### config.mk
export PLATFORM = sky130hd
export DESIGN_NAME = pfmc_top
export DESIGN_NICKNAME = d
export VERILOG_FILES = /design/src/hdl/pfmc_pkg.sv /design/src/hdl/pfmc_regfile.sv /design/src/hdl/pfmc_top.sv
export SDC_FILE = /design/constraint.sdc
export NUM_CORES = 1
export LEC_CHECK = 0
export BUFFER_PORTS_ARGS = -buffer_cell sky130_fd_sc_hd__buf_2
export CAP_MARGIN = 5
export CORE_AREA = 2 2 187 189
export CTS_BUF_LIST = sky130_fd_sc_hd__clkbuf_4 sky130_fd_sc_hd__clkbuf_8
export CTS_CLUSTER_SIZE = 16
export DETAILED_ROUTE_END_ITERATION = 8
export DIE_AREA = 0 0 189 191
export GPL_TIMING_DRIVEN = 0
export PLACE_DENSITY = 0.74
export SLEW_MARGIN = 20
export SYNTH_ARGS = -nofsm -noshare
export SYNTH_HDL_FRONTEND = slang
export SYNTH_SLANG_ARGS = --single-unit
export TNS_END_PERCENT = 50
### constraint.sdc
create_clock -name ref_clk -period 5 [get_ports ref_clk]
set_input_delay 1 -clock ref_clk [delete_from_list [all_inputs] [get_ports ref_clk]]
set_output_delay 1 -clock ref_clk [all_outputs]
set_load 0.01 [all_outputs]
### src/hdl/pfmc_pkg.sv
// package: register map, field layout and types for the pin function mux
package pfmc_pkg;
  localparam int NUM_PINS = 7;
  localparam logic [31:0] BASE_ADDR = 32'h4042_8000;
  // register addresses, in pin order
  localparam logic [31:0] ADDR_PIN_CTRL_1 = 32'h4042_8000;
  localparam logic [31:0] ADDR_PIN_CTRL_2 = 32'h4042_8004;
  localparam logic [31:0] ADDR_PIN_CTRL_5 = 32'h4042_8010;
  localparam logic [31:0] ADDR_PIN_CTRL_6 = 32'h4042_8014;
  localparam logic [31:0] ADDR_PIN_CTRL_7 = 32'h4042_8018;
  localparam logic [31:0] ADDR_PIN_CTRL_8 = 32'h4042_801c;
  localparam logic [31:0] ADDR_PIN_CTRL_9 = 32'h4042_8020;
  // field positions
  localparam int FSEL_LSB = 0;
  localparam int FSEL_W = 6;
  localparam int CONN_BIT = 7;
  localparam int PDN_BIT = 16;
  localparam int PUP_BIT = 17;
  localparam int HYST_BIT = 25;
  localparam int INV_BIT = 26;
  localparam int WAKE_EN_BIT = 27;
  localparam int WAKE_POL_BIT = 28;
  localparam int NUM_FUNCS = 15;
  localparam logic [31:0] CTRL_RESET = 32'h0000_0000;
  // writable bits per buffer type
  localparam logic [31:0] MASK_STD = 32'h0403_00bf;
  localparam logic [31:0] MASK_STD_WAKE = 32'h1c03_00bf;
  localparam logic [31:0] MASK_OPEN_DRAIN_TOLERANT_BUFFER = 32'h1e01_00bf;
  // buffer type codes, one-hot
  typedef enum logic [2:0] {
    PFMC_BUF_STD = 3'b001,
    PFMC_BUF_STD_WAKE = 3'b010,
    PFMC_BUF_OPEN_DRAIN_TOLERANT_BUFFER = 3'b100
  } pfmc_buf_t;
  // decoded pad controls for one pin
  typedef struct packed {
    logic pull_up;
    logic pull_down;
    logic hyst;
    logic invert;
  } pfmc_pad_t;
endpackage

### src/hdl/pfmc_regfile.sv
// small register store holding the pin control words, registered read port
`timescale 1ns/1ps
`default_nettype none
module pfmc_regfile (
  input wire logic ref_clk,
  input wire logic reset,
  input wire logic wr_en,
  input wire logic [2:0] wr_idx,
  input wire logic [31:0] wr_data,
  input wire logic [2:0] rd_idx,
  output logic [31:0] rd_data,
  output logic [pfmc_pkg::NUM_PINS*32-1:0] all_words
);
  logic [31:0] mem [pfmc_pkg::NUM_PINS];
  genvar g;
  // one word per pin, cleared by reset
  generate
    for (g = 0; g < pfmc_pkg::NUM_PINS; g++) begin : g_word
      always_ff @(posedge ref_clk) begin
        if (reset) begin
          mem[g] <= pfmc_pkg::CTRL_RESET;
        end else if (wr_en && wr_idx == 3'(g)) begin
          mem[g] <= wr_data;
        end
      end
      assign all_words[g*32 +: 32] = mem[g];
    end
  endgenerate
  // read data registered, stands one cycle after the request
  always_ff @(posedge ref_clk) begin
    if (reset) begin
      rd_data <= 32'h0000_0000;
    end else if (rd_idx < 3'(pfmc_pkg::NUM_PINS)) begin
      rd_data <= mem[rd_idx];
    end else begin
      rd_data <= 32'h0000_0000;
    end
  end
endmodule
`default_nettype wire

### src/hdl/pfmc_top.sv
// pin function mux: per-pin control words, function select and pad features
// Summary of operation
// - each digital pin owns one control word with a function-select field
// - at most one muxed digital function reaches a pin at a time
// - analog and wake signals stay attached while a muxed function runs
// - open-drain tolerant pins: invert, hysteresis, pull-down, wake, no pull-up
// - wake standard pins: invert, pulls, wake; plain standard: same, no wake
// - wake-capable pins can leave the deepest sleep state on a wake event
// - any wake-capable pin can wake the device from the lighter sleep states; plain standard pins cannot
//
// Added by the designer: strobed register access.
`timescale 1ns/1ps
`default_nettype none
module pfmc_top (
  input wire logic ref_clk,
  input wire logic reset,
  input wire logic [31:0] addr,
  input wire logic [31:0] wdata,
  input wire logic wr_stb,
  input wire logic rd_stb,
  output logic [31:0] rdata,
  input wire logic [pfmc_pkg::NUM_PINS*pfmc_pkg::NUM_FUNCS-1:0] func_out,
  input wire logic [pfmc_pkg::NUM_PINS*pfmc_pkg::NUM_FUNCS-1:0] func_oe,
  output logic [pfmc_pkg::NUM_PINS*pfmc_pkg::NUM_FUNCS-1:0] func_in,
  input wire logic [pfmc_pkg::NUM_PINS-1:0] pad_in,
  output logic [pfmc_pkg::NUM_PINS-1:0] pad_out,
  output logic [pfmc_pkg::NUM_PINS-1:0] pad_oe_n,
  output logic [pfmc_pkg::NUM_PINS*4-1:0] pad_ctrl,
  output logic [pfmc_pkg::NUM_PINS-1:0] pad_raw,
  input wire logic in_deep_sleep,
  input wire logic in_light_sleep,
  output logic wake_deep,
  output logic wake_light
);
  localparam int NP = pfmc_pkg::NUM_PINS;
  localparam int NF = pfmc_pkg::NUM_FUNCS;

  // buffer type of each pin, in register order
  function automatic pfmc_pkg::pfmc_buf_t buf_of(input int idx);
    case (idx)
      0: buf_of = pfmc_pkg::PFMC_BUF_OPEN_DRAIN_TOLERANT_BUFFER;
      1: buf_of = pfmc_pkg::PFMC_BUF_OPEN_DRAIN_TOLERANT_BUFFER;
      default: buf_of = pfmc_pkg::PFMC_BUF_STD;
    endcase
  endfunction

  // writable mask per buffer type; absent features read as zero
  function automatic logic [31:0] mask_of(input pfmc_pkg::pfmc_buf_t b);
    case (b)
      pfmc_pkg::PFMC_BUF_OPEN_DRAIN_TOLERANT_BUFFER: mask_of = pfmc_pkg::MASK_OPEN_DRAIN_TOLERANT_BUFFER;
      pfmc_pkg::PFMC_BUF_STD_WAKE: mask_of = pfmc_pkg::MASK_STD_WAKE;
      pfmc_pkg::PFMC_BUF_STD: mask_of = pfmc_pkg::MASK_STD;
      default: mask_of = pfmc_pkg::MASK_STD;
    endcase
  endfunction

  // address to pin index; NP means unmapped
  function automatic logic [2:0] idx_of(input logic [31:0] a);
    case (a)
      pfmc_pkg::ADDR_PIN_CTRL_1: idx_of = 3'd0;
      pfmc_pkg::ADDR_PIN_CTRL_2: idx_of = 3'd1;
      pfmc_pkg::ADDR_PIN_CTRL_5: idx_of = 3'd2;
      pfmc_pkg::ADDR_PIN_CTRL_6: idx_of = 3'd3;
      pfmc_pkg::ADDR_PIN_CTRL_7: idx_of = 3'd4;
      pfmc_pkg::ADDR_PIN_CTRL_8: idx_of = 3'd5;
      pfmc_pkg::ADDR_PIN_CTRL_9: idx_of = 3'd6;
      default: idx_of = 3'(NP);
    endcase
  endfunction

  logic [2:0] wr_idx;
  logic [2:0] rd_idx;
  logic [31:0] wr_mask;
  logic [31:0] rd_word;
  logic [NP*32-1:0] words;

  // decode and mask the write: unmapped writes are dropped
  always_comb begin
    wr_idx = idx_of(addr);
    rd_idx = rd_stb ? idx_of(addr) : 3'(NP);
    wr_mask = 32'h0000_0000;
    for (int i = 0; i < NP; i++) begin
      if (wr_idx == 3'(i)) begin
        wr_mask = mask_of(buf_of(i));
      end
    end
  end

  pfmc_regfile u_regs (
    .ref_clk(ref_clk),
    .reset(reset),
    .wr_en(wr_stb && wr_idx < 3'(NP)),
    .wr_idx(wr_idx),
    .wr_data(wdata & wr_mask),
    .rd_idx(rd_idx),
    .rd_data(rd_word),
    .all_words(words)
  );

  // read data come straight from the store's output register
  assign rdata = rd_word;

  genvar g;
  generate
    for (g = 0; g < NP; g++) begin : g_pin
      logic [31:0] w;
      logic [pfmc_pkg::FSEL_W-1:0] fsel;
      logic conn;
      logic sel_ok;
      logic [3:0] fidx;
      logic in_val;
      logic wake_prev;
      assign w = words[g*32 +: 32];
      assign fsel = w[pfmc_pkg::FSEL_LSB +: pfmc_pkg::FSEL_W];
      assign conn = w[pfmc_pkg::CONN_BIT];
      // zero or out-of-range select means no function
      assign sel_ok = fsel != '0 && fsel <= pfmc_pkg::FSEL_W'(NF);
      assign fidx = 4'(fsel - 1'b1);
      assign in_val = pad_in[g] ^ w[pfmc_pkg::INV_BIT];

      // single selected function drives the pad
      always_ff @(posedge ref_clk) begin
        if (reset) begin
          pad_out[g] <= 1'b0;
          pad_oe_n[g] <= 1'b1;
        end else if (sel_ok) begin
          pad_out[g] <= func_out[g*NF + fidx] ^ w[pfmc_pkg::INV_BIT];
          pad_oe_n[g] <= ~func_oe[g*NF + fidx];
        end else begin
          pad_out[g] <= 1'b0;
          pad_oe_n[g] <= 1'b1;
        end
      end

      // input routed only to the selected function, gated by connect
      always_ff @(posedge ref_clk) begin
        if (reset) begin
          func_in[g*NF +: NF] <= '0;
        end else begin
          for (int f = 0; f < NF; f++) begin
            func_in[g*NF + f] <= sel_ok && conn && fidx == 4'(f) && in_val;
          end
        end
      end

      // raw pad level stays visible to analog/wake whatever the select
      always_ff @(posedge ref_clk) begin
        if (reset) begin
          pad_raw[g] <= 1'b0;
        end else begin
          pad_raw[g] <= pad_in[g];
        end
      end

      // pad features masked by buffer type
      always_ff @(posedge ref_clk) begin
        if (reset) begin
          pad_ctrl[g*4 +: 4] <= '0;
        end else begin
          pad_ctrl[g*4 +: 4] <= {w[pfmc_pkg::PUP_BIT], w[pfmc_pkg::PDN_BIT],
                                 w[pfmc_pkg::HYST_BIT], w[pfmc_pkg::INV_BIT]};
        end
      end

      // wake event: level match on the configured polarity
      always_ff @(posedge ref_clk) begin
        if (reset) begin
          wake_prev <= 1'b0;
        end else begin
          wake_prev <= w[pfmc_pkg::WAKE_EN_BIT] &&
                       (pad_in[g] == w[pfmc_pkg::WAKE_POL_BIT]);
        end
      end
    end
  endgenerate

  logic [NP-1:0] wake_hit;
  logic [NP-1:0] deep_ok;
  always_comb begin
    for (int i = 0; i < NP; i++) begin
      wake_hit[i] = g_pin[0].wake_prev;
      deep_ok[i] = 1'b0;
    end
    wake_hit[0] = g_pin[0].wake_prev;
    wake_hit[1] = g_pin[1].wake_prev;
    wake_hit[2] = g_pin[2].wake_prev;
    wake_hit[3] = g_pin[3].wake_prev;
    wake_hit[4] = g_pin[4].wake_prev;
    wake_hit[5] = g_pin[5].wake_prev;
    wake_hit[6] = g_pin[6].wake_prev;
    for (int i = 0; i < NP; i++) begin
      deep_ok[i] = buf_of(i) != pfmc_pkg::PFMC_BUF_STD;
    end
  end

  // deep wake only from wake-capable buffers
  always_ff @(posedge ref_clk) begin
    if (reset) begin
      wake_deep <= 1'b0;
    end else begin
      wake_deep <= in_deep_sleep && |(wake_hit & deep_ok);
    end
  end

  // any wake-enabled pin wakes from lighter sleep states; standard pins have no writable wake enable
  always_ff @(posedge ref_clk) begin
    if (reset) begin
      wake_light <= 1'b0;
    end else begin
      wake_light <= in_light_sleep && |wake_hit;
    end
  end

  // open-drain pin never keeps a pull-up
  no_pullup_a: assert property (@(posedge ref_clk) disable iff (reset)
    !pad_ctrl[3] && !pad_ctrl[7]) else $error("pull-up on open-drain pin");
  // zero select keeps the pad undriven next cycle
  zero_sel_a: assert property (@(posedge ref_clk) disable iff (reset)
    (g_pin[2].fsel == '0) |=> pad_oe_n[2]) else $error("pad driven with no select");
  // at most one function input active on pin 2
  one_func_a: assert property (@(posedge ref_clk) disable iff (reset)
    $onehot0(func_in[2*NF +: NF])) else $error("two functions on one pin");
  // plain pin never wakes deep sleep
  deep_wake_a: assert property (@(posedge ref_clk) disable iff (reset)
    (in_deep_sleep && !(g_pin[0].wake_prev || g_pin[1].wake_prev)) |=> !wake_deep)
    else $error("deep wake from plain pin");
  // light wake follows a wake hit by one cycle
  light_wake_a: assert property (@(posedge ref_clk) disable iff (reset)
    (in_light_sleep && g_pin[3].wake_prev) |=> wake_light)
    else $error("light wake missed");
  rd_back_a: assert property (@(posedge ref_clk) disable iff (reset)
    (wr_stb && addr == pfmc_pkg::ADDR_PIN_CTRL_5 && !$isunknown(wdata)) ##1
    (rd_stb && addr == pfmc_pkg::ADDR_PIN_CTRL_5) |=>
    rdata == ($past(wdata, 2) & pfmc_pkg::MASK_STD)) else $error("readback mismatch");
  // raw pad follows input whatever the select
  raw_pad_a: assert property (@(posedge ref_clk) disable iff (reset)
    1'b1 |=> pad_raw[4] == $past(pad_in[4])) else $error("raw pad lost");
  std_hyst_a: assert property (@(posedge ref_clk) disable iff (reset)
    !pad_ctrl[2*4+1]) else $error("hysteresis on standard pin");
  unmap_rd_a: assert property (@(posedge ref_clk) disable iff (reset)
    (rd_stb && idx_of(addr) == 3'(NP)) |=> rdata == 32'h0000_0000)
    else $error("unmapped read not zero");

  cov_deep_c: cover property (@(posedge ref_clk) wake_deep);
  cov_light_c: cover property (@(posedge ref_clk) wake_light);
  cov_drive_c: cover property (@(posedge ref_clk) !pad_oe_n[2]);
  cov_func_c: cover property (@(posedge ref_clk) |func_in);
endmodule
`default_nettype wire

# Yosys cells after proc, flatten, opt, wreduce, memory -nomap -nowiden
# Memories as Yosys holds them, arrays and structs flattened. A register that Yosys moved wholly into a read port is not among the register bits.
# Index checks and enable logic that the tools add are counted.
# word_totals
ram_bits	224
in_bits	287
reg_bits	163
word_cells	590
out_inout_bits	188
mem_count	1
# memory_table
name	depth	width	read_ports	rd_ports_with_merged_regs	wr	line	source
u_regs.mem	7	32	8	1	7	pfmc_regfile.sv:14	logic [31:0] mem [pfmc_pkg::NUM_PINS];
# op_classes
bitwise	37
eq_ne	132
reduce_logical	266
muxes	81
magnitude_cmp	16
n_addsub	13
# ops
operator	count
2-to-1 mux 32 bit	13
one-hot mux 29 bit (2 select lines)	7
logical AND 1 bit	241
== test 32 x 31 -> 1 bit (second input constant)	7
== test 4 bit (second input constant)	49
== test 4 x 3 -> 1 bit (second input constant)	28
binary-select mux 1 bit (select 7 bit)	12
== test 4 x 2 -> 1 bit (second input constant)	14
<= comparator 6 x 4 -> 1 bit (second input constant)	7
nonzero test 6 bit	7
2-to-1 mux 1 bit	37
AND 32 bit	1
== test 3 bit (second input constant)	10
2-to-1 mux 29 bit	1
== test 4 x 1 -> 1 bit (second input constant)	7
logical NOT 4 bit	7
subtractor 4 x 1 -> 4 bit (second input constant)	7
== test 3 x 2 -> 1 bit (second input constant)	9
2-to-1 mux 3 bit	8
one-hot mux 3 bit (7 select lines)	1
OR reduction 2 bit	9
adder 7 x 4 -> 8 bit (first input constant)	2
< comparator 7 x 8 -> 1 bit (second input constant)	2
< comparator 8 bit (second input constant)	2
15 further kinds	57

# Depth between registers and ports, before layout
# Gate-level depths: netlist (run 1).
# logic_depth
ltp_word	15
ltp_mapped	17
ltp_nobuf	14

# Hierarchy
# A second synthesis (run 1) with hierarchy kept.
# hier_totals
cells_unflattened	1607
hier_area_um2	20480.9
# by_module_without_submodules
module	cells_per_inst	instances	area_per_inst_um2	seq_area_each_um2
pfmc_regfile	783	1	10969.3	7367.1
pfmc_top	824	1	9511.6	3263.1

# Worst setup path after synthesis (run 1)
# OpenSTA, ideal clock, no wires.
# synth_timing
path_type	input-to-reg
startpoint	input addr[1]
endpoint	memory u_regs.mem[5][0] (enable)
stages	5
t_arrival_ns	3.587
path_slack_ns	0.991
cell_sequence	nor4_1 o21ai_1 clkbuf_1 clkbuf_1 o41ai_1
# synth_rtl
element	line	source
from (decl)	pfmc_top.sv:17	input wire logic [31:0] addr,
to (decl)	pfmc_regfile.sv:14	

==> results of run 1 <==
-- Yosys cell counts, drive strengths merged (14+ instances only) --
master	count	area (µm²)
nor2	200	750.7
dfxtp	176	3523
mux4	112	2522
edfxtp	91	2733
nand2	84	315.3
nor2b	53	339.1
buf	48	302.8
ha	45	563.0
inv	39	146.4
o21ai	39	195.2
clkbuf	36	135.1
a21oi	25	125.1
mux2i	25	250.2
nor3	22	125.1
xnor2	19	166.4
xor2	17	148.9
o221ai	16	140.1
and3	15	93.84
mux2	14	165.2
-- area by class of cell --
type,count,area [µm²],share of cell area (%)
multi-input combinational,869,7194,40.43
timing repair buffer,439,2210,12.42
tap,455,569.3,3.199
sequential,267,6256,35.16
buffer,84,440.4,2.475
clock inverter,14,128.9,0.7242
clock buffer,68,842.1,4.732
antenna,3,7.507,0.04219
inverter,39,146.4,0.8227
-- logic make-up after synthesis --
group	count (synthesis)	synth area share [%]
multiplexers	151	21.19
AO/OA/AOI/OAI	148	7.237
AND/OR/NAND/NOR	451	15.55
XOR/XNOR	38	2.608
flip-flops	267	45.12
adder cells (fa/ha/maj)	45	4.061
other	1	0.02704
buffers and inverters	123	4.214
-- final timing paths --
kind	start	end	slack [ps]	cells past startpoint
worst max register to register	u_regs.mem[2][0]$_SDFFCE_PN0P_	pad_oe_n[2]$_SDFF_PP1_	240	12
worst max-delay path	u_regs.mem[2][0]$_SDFFCE_PN0P_	pad_oe_n[2]$_SDFF_PP1_	240	12
worst min register to register	u_regs.mem[3][25]$_SDFFCE_PN0P_	pad_ctrl[13]$_SDFF_PP0_	490	1
worst min-delay path	u_regs.mem[3][25]$_SDFFCE_PN0P_	pad_ctrl[13]$_SDFF_PP0_	490	1
-- power by group --
part	total (mW)	internal [mW]	switching [mW]	leakage, nW
combinational	1.01	0.484	0.524	4.85
sequential	2.36	2.32	0.0464	2.30
clock	2.09	1.15	0.938	0.516
-- registers in the layout, indices dropped and copies added, names as in the netlist --
signal / cells
pad_out: 7
pad_raw: 7
pad_oe_n: 7
wake_deep: 1
u_regs.rd_data: 13
func_in: 105
g_pin.wake_prev: 7
wake_light: 1
u_regs.mem: 91
pad_ctrl: 28
-- per-layer routing --
layer	up-vias	global-route usage, %
li1	5471	-
met3	115	5.691
met1	5786	31.53
met2	741	47.66
met5	-	0
met4	2	10.97
==> results.cfg, run 1 <==
[global_route]
grt_pass1_wl_um = 72310
gr-usage-all-layers_pct = 26.83
antenna_violations_before_repair = 7
via_count_of_the_first_global_routing_pass = 12110
overflow = 0
largest_net_degree_at_the_start_of_global_routing = 15

[detailed_routing]
drtAntennaViolNets = 0
detailedRoute.firstIterationViolations = 785
routed_via_density = 5.413
wl_met3_um = 4547
met2RoutedLength_um = 24830
drt_pre_antenna_iters = 5
wl_per_cell_um = 22.12
route.detailed.drc = 0
wl_met1_um = 18280
finalWirelength_um = 49500
vias = 12120
dr.max_layer_used = met5

[floorplan]
die-area_um2 = 36100
num_rows = 68
io_pins = 475
initial_core_util_pct = 40.64
core_area_um2 = 34120
die_width_um = 189
floorplan.die.height_um = 191

[worst_setup_path]
cpMostUsedCell = mux4_2
cpLargestDelayFamily = buffers and inverters
cp_capture_type = flop
crit_fanout = 10
peak_per_stage_delay_on_the_critical_path_ps = 540
crit_path_start_kind = flop
worst-endpoint-arrival_ps = 5310
cp_cell_sequence = buf_2, buf_2, inv_1, ha_1, xnor2_2, ha_1, clkbuf_2, clkbuf_2, mux4_2, mux4_2, mux4_2, nand2_1
max_stage_delay_cell_worst_path = mux4_2
worst-endpoint-required_ps = 5550
cp_num_buf_inv = 5
criticalPathCategory = reg -> reg

[sta]
setup_total_negative_slack_ps = 0
number_of_slew_limit_violations_in_the_final_report = 0
worst_slew_pin_slew_ps = 988.7
maxSlewHeadroom_pct = 34.08
report.final.setup_viol = 0
timing.fmax_ghz = 0.2101
finClkSkew_ps = 43.11
finalWorstPathRequiredPeriod_ps = 4760
unrepaired_setup_endpoints_after_global_routing = no
timing_hold_violations_final = 0
setup_slack_ps = 239.7
hold_slack_ps = 487.7
timing.final.crit_share_pct = 95.21

[cts]
insertion_delay_ps = 610
tritoncts_clock_tree = done
cts_htree_levels = 2
ctsHoldBuffers = 0
cts_root_buffer = clkbuf_8
number_of_clock_sinks_seen_by_cts = 267
tritoncts.num_buffers = 45
post_cts.resized_instances = 3
cts_setup_buffers = 0
path_clk_slew_ps = 70
clk_path_buf_depth = 3

[pwr]
maximum_vdd_drop_mv = 0.1986
p_leak_nw = 7.670
p_per_area_nw_per_um2 = 306.6
power.total_mw = 5.456

[layout]
most-common-layout-cells = buf_2 (460), nor2_1 (200), dfxtp_1 (176), mux4_2 (112), edfxtp_1 (91)
final_common_cell = buf_2
post_layout_net_count = 2077
syn_to_final_growth_pct = 28.33
final_cell_count_no_fill = 2238
post-route-util_pct = 52.16
fillerInstances = 3122
finalInstanceArea_um2 = 17790
final_layout_size_suffix_gt1_share_pct = 40.28

[synthesis]
synthesis.instances = 1224
synth-seq-area-share_pct = 45.12
synth-main-ff-cell = dfxtp_1
synth.ff_latch_count = 267
syn_area_um2 = 13870
yosys_warnings = 0
async_flop_share_pct = 0
synth.avg_cell_area_um2 = 11.33
synth_edf_count = 91
post_synth_num_cell_types = 68

[min_path]
worstHoldPathType = reg -> reg

[place]
dpl.cell_count = 2153
place_area_um2 = 16810
place_hpwl_um = 39360
place_congestion = 0.9288
numPortBuffers = 435
place_ws_ps = -546.8

[job]
timing.max_cap.violations = 0

[status]
run_status = complete, no violations
Power figures use the tool's default switching activity.
==> run 2, diff against run 1 <==
--- a/config.mk
+++ b/config.mk
@@ -12,6 +12,7 @@
 export CTS_CLUSTER_SIZE = 16
 export DETAILED_ROUTE_END_ITERATION = 8
 export DIE_AREA = 0 0 189 191
+export GPL_ROUTABILITY_DRIVEN = 0
 export GPL_TIMING_DRIVEN = 0
 export PLACE_DENSITY = 0.74
 export SLEW_MARGIN = 20
==> constraint.sdc (replaced) <==
create_clock -name ref_clk -period 5 [get_ports ref_clk]
set_input_delay 1 -clock ref_clk [delete_from_list [all_inputs] [get_ports ref_clk]]
set_output_delay 1 -clock ref_clk [all_outputs]
set_load 0.1 [all_outputs]
==> run 2 against run 1 <==
Clock skew is 10 ps lower. Clock power is 3% higher. Worst hold slack better by 3.1 ps. Die area stayed put. Register-to-register slack better by 60 ps. Final cell count is 0.13% lower. Power is 5.6% higher. Sequential power hardly changed. Critical path depth is 1 lower. Final area is 0.22% higher.
==> results.cfg, run 2 (synthesized netlist as in run 1, its figures left out) <==
[worst_setup_path]
criticalPathCategory = reg -> reg
worst-endpoint-arrival_ps = 5210
worst-endpoint-required_ps = 5510
crit_path_start_kind = flop
cp_capture_type = flop
crit_fanout = 11

[floorplan]
core_area_um2 = 34120
num_rows = 68
die_width_um = 189
die-area_um2 = 36100
io_pins = 475
initial_core_util_pct = 40.64
floorplan.die.height_um = 191

[place]
place_hpwl_um = 38850
numPortBuffers = 435
dpl.cell_count = 2152
place_area_um2 = 16790

[detailed_routing]
detailedRoute.firstIterationViolations = 1088
wl_per_cell_um = 22.03
drt_pre_antenna_iters = 5
route.detailed.drc = 0
drtAntennaViolNets = 0
finalWirelength_um = 49230
routed_via_density = 5.544
vias = 12390

[job]
timing.max_cap.violations = 0

[pwr]
combinationalPowerShare_pct = 21.5
swShare_pct = 29.68
p_leak_nw = 7.681
clockPowerShare_pct = 37.5
netSwitchingPower_mw = 1.710
maximum_vdd_drop_mv = 0.2014
cell_internal_pwr_mw = 4.052
p_per_area_nw_per_um2 = 323.1
seq_power_share_pct = 41.0

[sta]
timing.final.crit_share_pct = 93.94
timing_hold_violations_final = 0
report.final.setup_viol = 0
number_of_slew_limit_violations_in_the_final_report = 0
worst_slew_pin_slew_ps = 1035
finClkSkew_ps = 33.05
hold_slack_ps = 490.9
maxSlewHeadroom_pct = 30.34
unrepaired_setup_endpoints_after_global_routing = no
setup_total_negative_slack_ps = 0
timing.fmax_ghz = 0.2129
finalWorstPathRequiredPeriod_ps = 4697

[cts]
cts_htree_levels = 2
clk_path_buf_depth = 3
cts_root_buffer = clkbuf_8
tritoncts_clock_tree = done
path_clk_slew_ps = 60
tritoncts.num_buffers = 45
insertion_delay_ps = 590
number_of_clock_sinks_seen_by_cts = 267

[global_route]
gr-usage-all-layers_pct = 26.17
via_count_of_the_first_global_routing_pass = 11990
largest_net_degree_at_the_start_of_global_routing = 14
overflow = 0
grt_pass1_wl_um = 71040
antenna_violations_before_repair = 6

[layout]
post_layout_net_count = 2075
syn_to_final_growth_pct = 28.61
top_register = func_in
largest_reg_flops = 105
final_layout_size_suffix_gt1_share_pct = 40.35
final_common_cell = buf_2
most-common-layout-cells = buf_2 (460), nor2_1 (200), dfxtp_1 (176), mux4_2 (112), edfxtp_1 (91)
layout_top_registers = func_in x105, u_regs.mem x91, pad_ctrl x28
final_cell_count_no_fill = 2235
finalInstanceArea_um2 = 17830

[min_path]
worstHoldPathType = reg -> reg

[status]
run_status = complete, no violations
-- run 2: cell count changes in the layout (fill, tap and decap cells not counted), moves of 2 or more --
cell      delta
clkbuf_8     +6
clkbuf_4     -4
clkinv_2     -3
buf_6        -2
-- run 2: timing repair --
action	CTS	global route
hold buffers	0	0
buffers inserted	0	0
endpoints found under the setup margin	2	2
resized for setup	2	2
-- run 2: power groups by stage --
stage,registers [mW],logic (mW),clock network (mW)
finish,2.36,1.24,2.16
global route,2.37,1.30,2.31
CTS,2.36,1.23,2.21
detailed placement,2.41,1.22,0
global placement,2.41,1.20,0
floorplan,2.57,0.675,0
-- run 2: worst paths after layout --
| check | end | depth (start not counted) | slack [ps] | startpoint |
|---|---|---|---|---|
| setup / recovery | pad_oe_n[2]$_SDFF_PP1_ | 11 | 300 | u_regs.mem[2][0]$_SDFFCE_PN0P_ |
| hold / removal | pad_ctrl[13]$_SDFF_PP0_ | 1 | 490 | u_regs.mem[3][25]$_SDFFCE_PN0P_ |
| setup reg to reg | pad_oe_n[2]$_SDFF_PP1_ | 11 | 300 | u_regs.mem[2][0]$_SDFFCE_PN0P_ |
| hold reg to reg | pad_ctrl[13]$_SDFF_PP0_ | 1 | 490 | u_regs.mem[3][25]$_SDFFCE_PN0P_ |
-- run 2: layer usage --
metal / global-route usage [%] / up-vias / part of all wire (%)
met1: 29.64 / 5894 / 34
met3: 6.132 / 114 / 11
li1: - / 5464 / -
met5: 0 / - / 0.018
met2: 47.27 / 916 / 51
met4: 10.88 / 2 / 3.8
-- run 2: worst max-delay path, stage by stage, from the launching register on --
cell and delay (ps):
edfxtp_1 450, buf_2 330, buf_2 460, inv_1 290, ha_1 320, xnor2_2 360, ha_2 470, clkbuf_2 410
mux4_2 360, mux4_2 490, mux4_2 540, nand2_1 120
-- run 2: cell type report --
class,count,area (µm²)
fillers,3046,16280
multi-input cells,869,7201
flip-flops and latches,267,6256
repair buffers,438,2195
clock buffers,70,894.6
well taps,455,569.3
plain buffers,83,436.7
inverters,39,146.4
clock inverters,11,127.6
diodes,3,7.507
-- run 2: metrics by stage --
step	power [mW]	util (%)	worst slack, ps
after floorplan	3.249	-	991.4
after global placement	3.607	49.08	-700.6
after detailed placement	3.628	49.23	-511.4
after CTS	5.800	52.22	106.2
after global routing	5.984	52.27	180.7
final	5.762	52.27	302.8
==> run 3, diff against run 2 <==
--- a/config.mk
+++ b/config.mk
@@ -9,11 +9,13 @@
 export CAP_MARGIN = 5
 export CORE_AREA = 2 2 187 189
 export CTS_BUF_LIST = sky130_fd_sc_hd__clkbuf_4 sky130_fd_sc_hd__clkbuf_8
+export CTS_CLUSTER_DIAMETER = 80
 export CTS_CLUSTER_SIZE = 16
 export DETAILED_ROUTE_END_ITERATION = 8
 export DIE_AREA = 0 0 189 191
 export GPL_ROUTABILITY_DRIVEN = 0
 export GPL_TIMING_DRIVEN = 0
+export MAX_ROUTING_LAYER = met4
 export PLACE_DENSITY = 0.74
 export SLEW_MARGIN = 20
 export SYNTH_ARGS = -nofsm -noshare
==> run 3 against run 2 <==
Combinational power is essentially flat. Final cell count shrank 1.7%. Register-to-register slack is essentially flat. Sequential power is essentially flat. Fmax is essentially flat. Die area is the same. Utilization shrank 1.6 points.
==> results.cfg, run 3 (synthesized netlist as in run 1, its figures left out) <==
[detailed_routing]
finalWirelength_um = 48400
vias = 12200
route.detailed.drc = 0
routed_via_density = 5.555
drtAntennaViolNets = 0
drt_pre_antenna_iters = 5
detailedRoute.firstIterationViolations = 952
wl_per_cell_um = 22.04

[pwr]
p_per_area_nw_per_um2 = 285.7
netSwitchingPower_mw = 1.524
combinationalPowerShare_pct = 25.0
seq_power_share_pct = 47.8
p_leak_nw = 7.393
clockPowerShare_pct = 27.2
swShare_pct = 30.84
maximum_vdd_drop_mv = 0.2921
cell_internal_pwr_mw = 3.417

[global_route]
gr-usage-all-layers_pct = 26.31
grt_pass1_wl_um = 69680
antenna_violations_before_repair = 9
largest_net_degree_at_the_start_of_global_routing = 18
overflow = 0
via_count_of_the_first_global_routing_pass = 11760

[sta]
maxSlewHeadroom_pct = 37.52
timing_hold_violations_final = 0
worst_slew_pin_slew_ps = 928.7
finalWorstPathRequiredPeriod_ps = 4699
timing.fmax_ghz = 0.2128
setup_slack_ps = 300.8
finClkSkew_ps = 30.06
unrepaired_setup_endpoints_after_global_routing = no
setup_total_negative_slack_ps = 0
timing.final.crit_share_pct = 93.98
number_of_slew_limit_violations_in_the_final_report = 0
report.final.setup_viol = 0
hold_slack_ps = 502.1

[cts]
tritoncts_clock_tree = done
tritoncts.num_buffers = 21
insertion_delay_ps = 570
cts_htree_levels = 1
ctsHoldBuffers = 0
clk_path_buf_depth = 3
number_of_clock_sinks_seen_by_cts = 267
path_clk_slew_ps = 100
cts_root_buffer = clkbuf_8

[worst_setup_path]
worst-endpoint-required_ps = 5500
worst-endpoint-arrival_ps = 5200
cpLargestDelayFamily = buffers and inverters
regToRegSetupSlack_ps = 300
cp_capture_type = flop
cpMostUsedCell = mux4_2
cp_cell_sequence = buf_2, buf_2, inv_1, ha_1, xnor2_2, ha_2, clkbuf_2, mux4_2, mux4_2, mux4_2, nand2_1
r2r.worst_path.cells = 11
criticalPathCategory = reg -> reg
cp_num_buf_inv = 4
crit_path_start_kind = flop
max_stage_delay_cell_worst_path = mux4_2
timing.critical_path.depth = 11
crit_fanout = 11
peak_per_stage_delay_on_the_critical_path_ps = 540

[floorplan]
num_rows = 68
floorplan.die.height_um = 191
initial_core_util_pct = 40.64
io_pins = 475
die_width_um = 189
die-area_um2 = 36100
core_area_um2 = 34120

[min_path]
worstHoldPathType = reg -> reg
hold-path-cell-count = 1

[layout]
most-common-layout-cells = buf_2 (460), nor2_1 (200), dfxtp_1 (176), mux4_2 (112), edfxtp_1 (91)
layout_top_registers = func_in x105, u_regs.mem x91, pad_ctrl x28
sequential_cell_area_um2 = 6256
final_common_cell = buf_2
multiInputGateArea_um2 = 7201
syn_to_final_growth_pct = 24.72
post_layout_net_count = 2051
fillerInstances = 3096
top_register = func_in
final_layout_size_suffix_gt1_share_pct = 38.78
largest_reg_flops = 105

[place]
place_hpwl_um = 38850
numPortBuffers = 435
place_ws_ps = -511.4

[status]
run_status = complete, no violations

[job]
timing.max_cap.violations = 0
-- run 3: per-stage QoR --
stage / area [µm²] / total power [mW] / util (%) / cells
after floorplan: 14000 / 3.249 / - / 1259
after global placement: 16740 / 3.607 / 49.08 / 2149
after detailed placement: 16790 / 3.628 / 49.23 / 2152
after CTS: 17260 / 4.973 / 50.60 / 2188
after global routing: 17290 / 5.135 / 50.68 / 2195
final: 17290 / 4.941 / 50.69 / 2196
-- run 3: final timing paths --
kind,from,endpoint
max,u_regs.mem[2][0]$_SDFFCE_PN0P_,pad_oe_n[2]$_SDFF_PP1_
min,u_regs.mem[3][17]$_SDFFCE_PN0P_,pad_ctrl[15]$_SDFF_PP0_
max reg2reg,u_regs.mem[2][0]$_SDFFCE_PN0P_,pad_oe_n[2]$_SDFF_PP1_
min reg2reg,u_regs.mem[3][17]$_SDFFCE_PN0P_,pad_ctrl[15]$_SDFF_PP0_
-- run 3: per-layer routing --
layer	vias up	routed length (µm)	global-route usage, %
li1	5402	-	-
met1	5826	17320	29.83
met2	859	24640	46.60
met3	111	4753	4.700
met4	0	1686	9.435
met5	-	0	-
-- run 3: repair_timing --
action,in CTS,in global routing
buffers inserted,0,0
setup endpoints to repair,2,2
resized for setup,2,2
-- run 3: power groups by stage --
stage | sequential (mW) | clock (mW) | combinational (mW)
6_report | 2.36 | 1.35 | 1.24
5_1_grt | 2.37 | 1.47 | 1.30
4_1_cts | 2.36 | 1.39 | 1.22
3_5_place_dp | 2.41 | 0 | 1.22
3_3_place_gp | 2.41 | 0 | 1.20
2_1_floorplan | 2.57 | 0 | 0.675
-- run 3: cell type report --
cell class / count / area share [%]
diodes: 8 / 0.1158
plain buffers: 83 / 2.525
clock buffers: 30 / 2.062
clock inverters: 7 / 0.6512
inverters: 39 / 0.8465
multi-input cells: 869 / 41.64
flip-flops and latches: 267 / 36.18
well taps: 455 / 3.292
repair buffers: 438 / 12.69
-- run 3: worst register-to-register path: stages (launching register included) --
cell,delay [ps]
edfxtp_1,470
buf_2,320
buf_2,450
inv_1,300
ha_1,330
xnor2_2,360
ha_2,480
clkbuf_2,420
mux4_2,370
mux4_2,490
mux4_2,540
nand2_1,120
